===== src/design/sbt_cfg.svh =====
`ifndef SBT_CFG_SVH
`define SBT_CFG_SVH
// ****************************************************************
// register indices (byte address = index * 4)
// ****************************************************************
`define SBT_IDX_COUNT   10'h100
`define SBT_IDX_PERIOD  10'h102
`define SBT_IDX_CONTROL 10'h104
`define SBT_IDX_STATUS  10'h106
`define SBT_IDX_MASK    10'h108
// ****************************************************************
// control fields
// ****************************************************************
`define SBT_CTL_ON      15
`define SBT_CTL_SIDL    13
`define SBT_CTL_GATE    6
`define SBT_CTL_PS_HI   5
`define SBT_CTL_PS_LO   4
`define SBT_CTL_SYNC    2
`define SBT_CTL_CS      1
`define SBT_CTL_IMPL    16'ha076
// ****************************************************************
// status fields and reset values
// ****************************************************************
`define SBT_ST_MATCH    0
`define SBT_ST_GATE     1
`define SBT_ST_IMPL     16'h0003
`define SBT_COUNT_RST   16'h0000
`define SBT_PERIOD_RST  16'hffff
`define SBT_CTL_RST     16'h0000
// ****************************************************************
// prescaler terminal counts and instruction cycle length
// ****************************************************************
`define SBT_PS_TERM1    8'h00
`define SBT_PS_TERM8    8'h07
`define SBT_PS_TERM64   8'h3f
`define SBT_PS_TERM256  8'hff
`define SBT_TCY_CLKS    4
`endif


===== src/design/sbt_pkg.sv =====
package sbt_pkg;
  typedef logic [15:0] sbt_word_t;
  typedef logic [1:0]  sbt_ps_t;
  typedef enum logic [1:0] {
    SBT_MODE_TIMER, SBT_MODE_GATED, SBT_MODE_SYNC, SBT_MODE_ASYNC
  } sbt_mode_e;
  typedef enum logic {SBT_BUS_WAIT, SBT_BUS_ACK} sbt_bus_e;
endpackage


===== src/design/sbt_timer.sv =====
// What this block does
// - timer mode: count cycles, wrap at period
// - idle halts timer/sync counter if stop set
// - sync counter: synchronized external rising edges
// - async counter: every external rising edge
// - async counter halts in idle if stop set
// - gated mode: cycles counted while gate high
// - flag on period match and gate fall
// - prescaler divides by 1, 8, 64, 256
// - prescaler cleared: count write, disable, reset
// - disabled prescaler ignores count-write clears
// - control write leaves count untouched
// - hardware sets flag, software clears it
// - sync select zero with clock select set gives asynchronous counting on the external clock
`timescale 1ns/1ps
`include "sbt_cfg.svh"
module sbt_timer #(
  parameter int CYC_DIV = `SBT_TCY_CLKS
) (
  input  wire logic        sys_clk,
  input  wire logic        rst_n,
  input  wire logic [11:0] avs_address,
  input  wire logic        avs_read,
  input  wire logic        avs_write,
  input  wire logic [31:0] avs_writedata,
  output logic [31:0]      avs_readdata,
  output logic             avs_waitrequest,
  input  wire logic        idle_mode,
  input  wire logic        sleep_mode,
  input  wire logic        external_clock_gate_pin,
  output logic             timer_irq
);
  import sbt_pkg::*;

  // ****************************************************************
  // state
  // ****************************************************************
  sbt_bus_e   bus_reg, bus_next;
  logic       wait_reg, wait_next;
  logic [31:0] rdata_reg, rdata_next;
  sbt_word_t  count_reg, count_next;
  sbt_word_t  period_reg, period_next;
  sbt_word_t  ctl_reg, ctl_next;
  sbt_word_t  status_reg, status_next;
  sbt_word_t  mask_reg, mask_next;
  logic       irq_reg, irq_next;
  logic       pin_s1_reg, pin_s2_reg, pin_prev_reg;
  logic       pend_reg, pend_next;
  logic [$clog2(CYC_DIV+1)-1:0] cyc_reg, cyc_next;

  logic       cyc_en, ext_rise, ext_fall, run, src_tick, pre_tick;
  logic       acc, cnt_wr, ctl_wr, ps_clr, match_evt, gate_evt;
  logic       timer_on, sidl;
  logic [9:0] idx;
  sbt_mode_e  mode;
  logic [7:0] ps_count;

  // ****************************************************************
  // instruction cycle divider and pin synchroniser
  // ****************************************************************
  // one enable pulse per instruction cycle
  assign cyc_en = (cyc_reg == ($bits(cyc_reg))'(CYC_DIV - 1));
  always_comb begin
    cyc_next = cyc_en ? '0 : cyc_reg + 1'b1;
  end

  // the first stage is read only by the second
  always_ff @(posedge sys_clk or negedge rst_n) begin
    if (!rst_n) begin
      cyc_reg      <= '0;
      pin_s1_reg   <= 1'b0;
      pin_s2_reg   <= 1'b0;
      pin_prev_reg <= 1'b0;
    end else begin
      cyc_reg      <= cyc_next;
      pin_s1_reg   <= external_clock_gate_pin;
      pin_s2_reg   <= pin_s1_reg;
      pin_prev_reg <= pin_s2_reg;
    end
  end

  assign ext_rise = pin_s2_reg & ~pin_prev_reg;
  assign ext_fall = ~pin_s2_reg & pin_prev_reg;

  // ****************************************************************
  // mode decode and count source
  // ****************************************************************
  assign timer_on = ctl_reg[`SBT_CTL_ON];
  assign sidl     = ctl_reg[`SBT_CTL_SIDL];

  // gating is only honoured with the internal clock selected
  always_comb begin
    if (!ctl_reg[`SBT_CTL_CS]) begin
      mode = ctl_reg[`SBT_CTL_GATE] ? SBT_MODE_GATED : SBT_MODE_TIMER;
    end else begin
      mode = ctl_reg[`SBT_CTL_SYNC] ? SBT_MODE_SYNC
                                    : SBT_MODE_ASYNC;
    end
  end

  // sync edges wait for the next cycle phase; set wins over consume
  always_comb begin
    pend_next = (pend_reg & ~cyc_en) | ext_rise;
  end

  always_comb begin
    unique case (mode)
      SBT_MODE_TIMER: src_tick = cyc_en;
      SBT_MODE_GATED: src_tick = cyc_en & pin_s2_reg;
      SBT_MODE_SYNC:  src_tick = cyc_en & pend_reg;
      SBT_MODE_ASYNC: src_tick = ext_rise;
    endcase
  end

  // idle stops every mode when asked; only async keeps running asleep
  assign run = timer_on
             & ~(idle_mode & sidl)
             & ~(sleep_mode & (mode != SBT_MODE_ASYNC));

  sbt_prescaler u_ps (
    .sys_clk  (sys_clk),
    .rst_n    (rst_n),
    .tick_in  (src_tick & run),
    .enable   (timer_on),
    .clear    (ps_clr),
    .sel      (ctl_reg[`SBT_CTL_PS_HI:`SBT_CTL_PS_LO]),
    .tick_out (pre_tick),
    .ps_count (ps_count)
  );

  // ****************************************************************
  // register bus
  // ****************************************************************
  assign idx    = avs_address[11:2];
  assign acc    = (bus_reg == SBT_BUS_ACK);
  assign cnt_wr = acc & avs_write & (idx == `SBT_IDX_COUNT);
  assign ctl_wr = acc & avs_write & (idx == `SBT_IDX_CONTROL);
  // a halted prescaler is not cleared by a count write
  assign ps_clr = (cnt_wr & timer_on)
                | (ctl_wr & timer_on & ~avs_writedata[`SBT_CTL_ON]);

  // two-phase slave: wait low for exactly one cycle per request
  always_comb begin
    bus_next   = bus_reg;
    wait_next  = 1'b1;
    rdata_next = rdata_reg;
    unique case (bus_reg)
      SBT_BUS_WAIT: begin
        if (avs_read || avs_write) begin
          bus_next  = SBT_BUS_ACK;
          wait_next = 1'b0;
          unique case (idx)
            `SBT_IDX_COUNT:   rdata_next = {16'h0000, count_reg};
            `SBT_IDX_PERIOD:  rdata_next = {16'h0000, period_reg};
            `SBT_IDX_CONTROL: rdata_next = {16'h0000, ctl_reg};
            `SBT_IDX_STATUS:  rdata_next = {16'h0000, status_reg};
            `SBT_IDX_MASK:    rdata_next = {16'h0000, mask_reg};
            default:          rdata_next = 32'h0000_0000;
          endcase
        end
      end
      SBT_BUS_ACK: begin
        bus_next = SBT_BUS_WAIT;
      end
    endcase
  end

  // ****************************************************************
  // counter, configuration and flags
  // ****************************************************************
  assign match_evt = pre_tick & (count_reg == period_reg) & ~cnt_wr;
  assign gate_evt  = timer_on & (mode == SBT_MODE_GATED) & ext_fall;

  always_comb begin
    count_next  = count_reg;
    period_next = period_reg;
    ctl_next    = ctl_reg;
    mask_next   = mask_reg;
    status_next = status_reg;
    if (cnt_wr) begin
      count_next = avs_writedata[15:0];
    end else if (pre_tick) begin
      // wrap after the match, not before it
      count_next = (count_reg == period_reg) ? 16'h0000
                                             : count_reg + 16'h0001;
    end
    if (acc && avs_write) begin
      unique case (idx)
        `SBT_IDX_PERIOD:  period_next = avs_writedata[15:0];
        `SBT_IDX_CONTROL: ctl_next = avs_writedata[15:0]
                                     & `SBT_CTL_IMPL;
        `SBT_IDX_MASK:    mask_next = avs_writedata[15:0]
                                      & `SBT_ST_IMPL;
        default:          ;
      endcase
    end
    // read clears only the bits it returned: an event that lands while
    // the read waits for its acknowledge must not be lost unseen
    if (acc && avs_read && idx == `SBT_IDX_STATUS) begin
      status_next = status_reg & ~rdata_reg[15:0];
    end
    if (match_evt) status_next[`SBT_ST_MATCH] = 1'b1;
    if (gate_evt)  status_next[`SBT_ST_GATE]  = 1'b1;
    irq_next = |(status_next & mask_next);
  end

  always_ff @(posedge sys_clk or negedge rst_n) begin
    if (!rst_n) begin
      bus_reg    <= SBT_BUS_WAIT;
      wait_reg   <= 1'b1;
      rdata_reg  <= 32'h0000_0000;
      count_reg  <= `SBT_COUNT_RST;
      period_reg <= `SBT_PERIOD_RST;
      ctl_reg    <= `SBT_CTL_RST;
      status_reg <= 16'h0000;
      mask_reg   <= 16'h0000;
      irq_reg    <= 1'b0;
      pend_reg   <= 1'b0;
    end else begin
      bus_reg    <= bus_next;
      wait_reg   <= wait_next;
      rdata_reg  <= rdata_next;
      count_reg  <= count_next;
      period_reg <= period_next;
      ctl_reg    <= ctl_next;
      status_reg <= status_next;
      mask_reg   <= mask_next;
      irq_reg    <= irq_next;
      pend_reg   <= pend_next;
    end
  end

  assign avs_readdata    = rdata_reg;
  assign avs_waitrequest = wait_reg;
  assign timer_irq       = irq_reg;

  // ****************************************************************
  // checks
  // ****************************************************************
  property p_wrap;
    @(posedge sys_clk) disable iff (!rst_n)
    (pre_tick && count_reg == period_reg && !cnt_wr)
      |=> count_reg == 16'h0000;
  endproperty
  a_wrap: assert property (p_wrap)
    else $error("count did not wrap to zero at period match");

  property p_idle_halt;
    @(posedge sys_clk) disable iff (!rst_n)
    (idle_mode && sidl && !cnt_wr) |=> $stable(count_reg);
  endproperty
  a_idle_halt: assert property (p_idle_halt)
    else $error("count moved during idle with stop set");

  property p_async_idle;
    @(posedge sys_clk) disable iff (!rst_n)
    (mode == SBT_MODE_ASYNC && idle_mode && sidl && ext_rise && !cnt_wr)
      |=> $stable(count_reg);
  endproperty
  a_async_idle: assert property (p_async_idle)
    else $error("async counter advanced in idle with stop set");

  property p_sync_phase;
    @(posedge sys_clk) disable iff (!rst_n)
    (mode == SBT_MODE_SYNC && !cyc_en && !cnt_wr) |=> $stable(count_reg);
  endproperty
  a_sync_phase: assert property (p_sync_phase)
    else $error("sync counter advanced off the cycle phase");

  property p_async_edge;
    @(posedge sys_clk) disable iff (!rst_n)
    (mode == SBT_MODE_ASYNC && run && ext_rise && ps_count == 8'h00
     && ctl_reg[5:4] == 2'h0 && count_reg != period_reg && !cnt_wr)
      |=> count_reg == $past(count_reg) + 16'h0001;
  endproperty
  a_async_edge: assert property (p_async_edge)
    else $error("async counter missed an external edge");

  property p_gate_low;
    @(posedge sys_clk) disable iff (!rst_n)
    (mode == SBT_MODE_GATED && !pin_s2_reg && !cnt_wr)
      |=> $stable(count_reg);
  endproperty
  a_gate_low: assert property (p_gate_low)
    else $error("gated count advanced with gate low");

  property p_flag_irq;
    @(posedge sys_clk) disable iff (!rst_n)
    (match_evt || gate_evt) && mask_next != 16'h0000
      && (status_next & mask_next) != 16'h0000
      |=> status_reg != 16'h0000 ##0 timer_irq;
  endproperty
  a_flag_irq: assert property (p_flag_irq)
    else $error("event did not set flag and interrupt");

  property p_ps_clear;
    @(posedge sys_clk) disable iff (!rst_n)
    ps_clr |=> ps_count == 8'h00;
  endproperty
  a_ps_clear: assert property (p_ps_clear)
    else $error("prescaler not cleared");

  property p_ps_hold_off;
    @(posedge sys_clk) disable iff (!rst_n)
    (!timer_on && !ctl_wr) |=> $stable(ps_count) ##0 $stable(count_reg)
                               or $past(cnt_wr);
  endproperty
  a_ps_hold_off: assert property (p_ps_hold_off)
    else $error("prescaler or count moved while disabled");

  property p_ctl_keep;
    @(posedge sys_clk) disable iff (!rst_n)
    (ctl_wr && !pre_tick) |=> $stable(count_reg);
  endproperty
  a_ctl_keep: assert property (p_ctl_keep)
    else $error("control write changed the count");

  property p_one_wait;
    @(posedge sys_clk) disable iff (!rst_n)
    $fell(avs_waitrequest) |=> avs_waitrequest;
  endproperty
  a_one_wait: assert property (p_one_wait)
    else $error("waitrequest low for more than one cycle");
endmodule


===== src/design/sbt_prescaler.sv =====
`timescale 1ns/1ps
`include "sbt_cfg.svh"
module sbt_prescaler (
  input  wire logic          sys_clk,
  input  wire logic          rst_n,
  input  wire logic          tick_in,
  input  wire logic          enable,
  input  wire logic          clear,
  input  wire sbt_pkg::sbt_ps_t sel,
  output logic               tick_out,
  output logic [7:0]         ps_count
);
  import sbt_pkg::*;
  logic [7:0] cnt_reg;
  logic [7:0] cnt_next;
  logic [7:0] term;

  // terminal count per divide setting
  always_comb begin
    unique case (sel)
      2'h0: term = `SBT_PS_TERM1;
      2'h1: term = `SBT_PS_TERM8;
      2'h2: term = `SBT_PS_TERM64;
      2'h3: term = `SBT_PS_TERM256;
    endcase
  end

  // clear has priority; a halted prescaler simply holds its count
  always_comb begin
    cnt_next = cnt_reg;
    tick_out = 1'b0;
    if (clear) begin
      cnt_next = 8'h00;
    end else if (enable && tick_in) begin
      if (cnt_reg >= term) begin
        cnt_next = 8'h00;
        tick_out = 1'b1;
      end else begin
        cnt_next = cnt_reg + 8'h01;
      end
    end
  end

  always_ff @(posedge sys_clk or negedge rst_n) begin
    if (!rst_n) begin
      cnt_reg <= 8'h00;
    end else begin
      cnt_reg <= cnt_next;
    end
  end

  assign ps_count = cnt_reg;

  property p_div8_out;
    @(posedge sys_clk) disable iff (!rst_n)
    (enable && tick_in && !clear && sel == 2'h1 && cnt_reg == 8'h07)
      |-> tick_out ##1 cnt_reg == 8'h00;
  endproperty
  a_div8_out: assert property (p_div8_out)
    else $error("divide by 8 did not fire at count 7");
endmodule


===== config.mk =====
export PLATFORM = sky130hd
export DESIGN_NAME = sbt_timer
export DESIGN_NICKNAME = d
export VERILOG_FILES = /design/src/design/sbt_pkg.sv /design/src/design/sbt_timer.sv /design/src/design/sbt_prescaler.sv
export VERILOG_INCLUDE_DIRS = /design/src /design/src/design
export SDC_FILE = /design/constraint.sdc
export NUM_CORES = 1
export LEC_CHECK = 0
export BUFFER_PORTS_ARGS = -buffer_cell sky130_fd_sc_hd__buf_2
export CAP_MARGIN = 0
export CORE_ASPECT_RATIO = 1.75
export CORE_MARGIN = 10
export CORE_UTILIZATION = 52
export DETAILED_ROUTE_END_ITERATION = 12
export GPL_TIMING_DRIVEN = 0
export PLACE_DENSITY_LB_ADDON = 0.25
export RECOVER_POWER = 100
export SLEW_MARGIN = 10
export SYNTH_ARGS = -nofsm -noshare
export SYNTH_HDL_FRONTEND = slang
export SYNTH_HIERARCHICAL = 1
export SYNTH_SLANG_ARGS = --single-unit

===== constraint.sdc =====
create_clock -name sys_clk -period 2.4 [get_ports sys_clk]
set_input_delay 0.48 -clock sys_clk [delete_from_list [all_inputs] [get_ports sys_clk]]
set_output_delay 0.48 -clock sys_clk [all_outputs]
set_load 0.005 [all_outputs]

==> metrics.md <==
| Metric | Value |
|---|---|
| Worst Reg-to-Reg Cells | 11 |
| Hold path startpoint | external_clock_gate_pin |
| Clock tree from TritonCTS | yes |
| Most used flip-flop cell after synthesis | sky130_fd_sc_hd__dfrtp_1 |
| FP Rows | 50 |
| Total vias in the final route | 4900 |
| Instance count of the mapped netlist | roughly 550 |
| Slew Limit Headroom | -0.2611 |
| Critical Path Source Type | input pin |
| Die X | approximately 99 um |
| Cell Count Post-Placement | around 740 |
| Placed instance area | between 6000 and 7000 sq um |
| Reg2reg start | ctl_reg[5] |
| Number of library cell types mapped by synthesis | 61 |
| Number of enable-type register cells in the synthesized netlist | 0 |
| Crit Path Class | input pin to flip-flop |
| Synthesized area per cell | a little over 10 sq um |
| Slew of the pin with the lowest slew margin | about 1900 ps |
| Period minus WS final | 2628 ps |
| Synth area leader | sky130_fd_sc_hd__dfrtp_1 |
| DP HPWL | between 10000 and 15000 um |
| Cell count of the worst hold path | 1 |
| Area growth from synthesis to final layout | 24.86% |
| CP endpoint kind | flip-flop |
| Area of the core region | 10640 sq um |
| Largest voltage drop on the vdd net | between 0.5 and 0.6 mV |
| Layout Nets | between 700 and 800 |
| Final clock skew | just under 8 ps |
| Final hold vios | 0 |
| Post-synthesis sequential element count | roughly 110 |
| Remaining design rule violation count | 0 |
| Tightest Hold Check Type | input pin to flip-flop |
| Maximum number of buffers from clock root to sink | 2 |
| Final ANT Viol Nets | 0 |
| Share of layout cells above drive strength 1 | 0.2976 |
| Sequential-to-total area share from yosys stat | 0.4702 |
| Syn. warnings | 6 |
| Full die area | about 16000 sq um |
| Number of buffers created by CTS | 9 |
| Count of buffers inserted at the top-level ports | ~50 |
| Non-Filler Cell Area, Final | ~7000 sq um |
| Drt initial violations | roughly 510 |
| Total power divided by cell area | 531.0 nW/um^2 |
| Hold WS | 232.9 ps |
| Wire per inst | 22.50 um |
| Worst EP required | around 2600 ps |
| Reg-to-reg critical path endpoint | count_reg[5] |
| RSZ-0062 raised after global routing | yes |
| Clock Latency Late Sink | about 350 ps |
| Top Ports | 85 |
| Gp weighted congestion | around 0.91 |
| Sum of overflow across all layers after global routing | 0 |
| Leakage power of the design | approximately 3.1 nW |
| Maximum level of the CTS H-tree | 3 |
| Number of antenna violations at the first check in global routing | 0 |
| Pins over their slew limit | 38 |
| Top achievable clock speed | 0.3805 GHz |
| Post-cts hold buffer count | 0 |
| Die height | roughly 160 um |
| All-Layer GR Usage | 0.2236 |
| Count of final setup violators | 19 |
| Number of detailed-routing iterations run before antenna repair | 5 |
| Final wirelength | ~18000 um |
| Flop2flop setup slack | -210 ps |
| Post-layout instance count excluding filler cells | about 790 |
| Period utilisation layout | 1.095 |
| Global-route wire length before repair | 27450 um |
| Netlist area before placement | about 5600 sq um |
| Sink Count | roughly 110 |
| Max FO, Critical Path | 6 |
| Effective utilization at floorplan | 0.5296 |
| Data arrival time of the worst path | roughly 2900 ps |
| Worst Hold Path EP | pin_s1_reg |
| # diodes | 0 |
| Number of violations of the max-capacitance limit | 1 |
| Failing checks | max-capacitance violations, max-slew violations, negative setup slack |
| CTS root buffer | sky130_fd_sc_hd__clkbuf_16 |
| Pin count of the biggest net entering global routing | 70 |
| Fraction of synthesized cell area taken by the top area cell type | 0.3909 |
| Post-synthesis async set-or-reset flop share | 1.000 |
| Core Util, Final | 0.6613 |
| Vias per cell | 6.187 |
| Via count of the first global-routing pass | approximately 5000 |
| Total power after layout | ~0.0037 W |
| Most area-consuming cells after synthesis | sky130_fd_sc_hd__dfrtp_1 (39%), sky130_fd_sc_hd__dfstp_2 (7.9%), sky130_fd_sc_hd__mux2_2 (5.6%) |
| Register clock-pin slew on the reported worst setup and hold paths | roughly 70 ps |
| Least setup slack across all paths after layout | -227.8 ps |
| Outcome | complete, but fails checks |
cell usage in the layout, fill, tap and decap left out, types with 6 or more instances in the layout:
cell type                   Yosys  routed
sky130_fd_sc_hd__and4_1         6       6
sky130_fd_sc_hd__nand4_1        8       8
sky130_fd_sc_hd__conb_1         1      16
sky130_fd_sc_hd__mux2_2        28      26
sky130_fd_sc_hd__clkbuf_16      0      10
sky130_fd_sc_hd__xnor2_1       18      18
sky130_fd_sc_hd__nor2b_1       20      20
sky130_fd_sc_hd__nand2_1       65      62
sky130_fd_sc_hd__nor2_1        22      21
sky130_fd_sc_hd__and3_1         9       9
sky130_fd_sc_hd__dfrtp_1       88      86
sky130_fd_sc_hd__dfstp_2       17      17
sky130_fd_sc_hd__o2bb2ai_1      6       6
sky130_fd_sc_hd__a21oi_1       20      19
sky130_fd_sc_hd__buf_4         21      44
sky130_fd_sc_hd__nor3_1        13       7
sky130_fd_sc_hd__a21o_1         6       6
sky130_fd_sc_hd__clkbuf_1      13      33
sky130_fd_sc_hd__a21boi_0      12      12
sky130_fd_sc_hd__mux2i_1       21      21
sky130_fd_sc_hd__o21ai_1        2       8
sky130_fd_sc_hd__o21ai_0       34      28
sky130_fd_sc_hd__a31oi_1       12      12
sky130_fd_sc_hd__nand3_1       11      10
sky130_fd_sc_hd__buf_2          3      28
sky130_fd_sc_hd__buf_6          2      11
final cells by class:
class	instances	area (sq um)
Clock inverter	5	102.6
Fill cell	849	3602
Inverter	4	21.27
Tap cell	130	162.7
Buffer	41	295.3
Multi-Input combinational cell	411	3019
Sequential cell	105	2651
Clock buffer	11	242.7
Timing Repair Buffer	85	538.0
timing repair:
action | CTS | global route
endpoints found under the setup margin | 21 | 31
setup buffers | 24 | 9
cloned | 1 | 1
resized for setup | 49 | 23
pin swaps | 26 | 10
logic make-up (layout without fill, tap and decap cells):
| group | Yosys count | in the layout | share of synthesized area |
|---|---|---|---|
| multiplexers | 49 | 49 | 0.09329 |
| flip-flops | 105 | 105 | 0.4702 |
| AND/OR/NAND/NOR | 185 | 185 | 0.1784 |
| AO/OA/AOI/OAI | 129 | 129 | 0.1530 |
| XOR/XNOR | 23 | 23 | 0.03576 |
| buffers and inverters | 47 | 146 | 0.04864 |
| adder cells (fa/ha/maj) | 9 | 9 | 0.01999 |
| other | 1 | 16 | 0.0006657 |
where the power goes:
| group | switching (W) | internal, W |
|---|---|---|
| logic | 0.000161 | 0.0000771 |
| clock network | 0.000648 | 0.00105 |
| registers | 0.0000154 | 0.00179 |
cells in the mapped netlist, types with 13 or more instances:
| library cell | n |
|---|---|
| sky130_fd_sc_hd__a21oi_1 | 20 |
| sky130_fd_sc_hd__buf_4 | 21 |
| sky130_fd_sc_hd__clkbuf_1 | 13 |
| sky130_fd_sc_hd__dfrtp_1 | 88 |
| sky130_fd_sc_hd__dfstp_2 | 17 |
| sky130_fd_sc_hd__mux2_2 | 28 |
| sky130_fd_sc_hd__mux2i_1 | 21 |
| sky130_fd_sc_hd__nand2_1 | 65 |
| sky130_fd_sc_hd__nor2_1 | 22 |
| sky130_fd_sc_hd__nor2b_1 | 20 |
| sky130_fd_sc_hd__nor3_1 | 13 |
| sky130_fd_sc_hd__o21ai_0 | 34 |
| sky130_fd_sc_hd__xnor2_1 | 18 |
critical path, cell delays in order:
cell and delay, ps:
sky130_fd_sc_hd__clkbuf_1 110, sky130_fd_sc_hd__or4_4 550, sky130_fd_sc_hd__or3_4 370, sky130_fd_sc_hd__nor3_4 170, sky130_fd_sc_hd__o21a_1 190, sky130_fd_sc_hd__clkbuf_8 140, sky130_fd_sc_hd__nor3_4 50, sky130_fd_sc_hd__buf_8 150
sky130_fd_sc_hd__buf_4 140, sky130_fd_sc_hd__buf_8 120, sky130_fd_sc_hd__nand3_4 70, sky130_fd_sc_hd__nor4_1 60, sky130_fd_sc_hd__a31oi_1 180, sky130_fd_sc_hd__nand2_1 70
per-layer routing:
layer / wire length (um) / share of wire / global-route usage
met3: 1035 / 0.058 / 0.04147
met4: 1170 / 0.066 / 0.1528
met2: 9126 / 0.51 / 0.3779
met1: 6488 / 0.36 / 0.2488
met5: 0 / 0 / 0
stage by stage:
step	setup slack, ps	TNS, ps
CTS	-119.1	-1100
floorplan	-516.6	-8421
finish	-227.8	-3161
detailed placement	-1109	-27250
global route	-301.9	-9896
global placement	-1067	-46180
worst max path at each step:
stage | startpoint | endpoint | slack (ps) | cells after the start
final | avs_address[8] | count_reg[12] | -230 | 14
after global routing | cyc_reg[0] | count_reg[4] | -300 | 13
after CTS | ctl_reg[4] | count_reg[9] | -120 | 11
after detailed placement | avs_address[7] | count_reg[14] | -1110 | 14
after global placement | avs_address[7] | count_reg[14] | -1070 | 14
after floorplan | avs_address[7] | count_reg[7] | -520 | 12
Power figures use the tool's default switching activity.
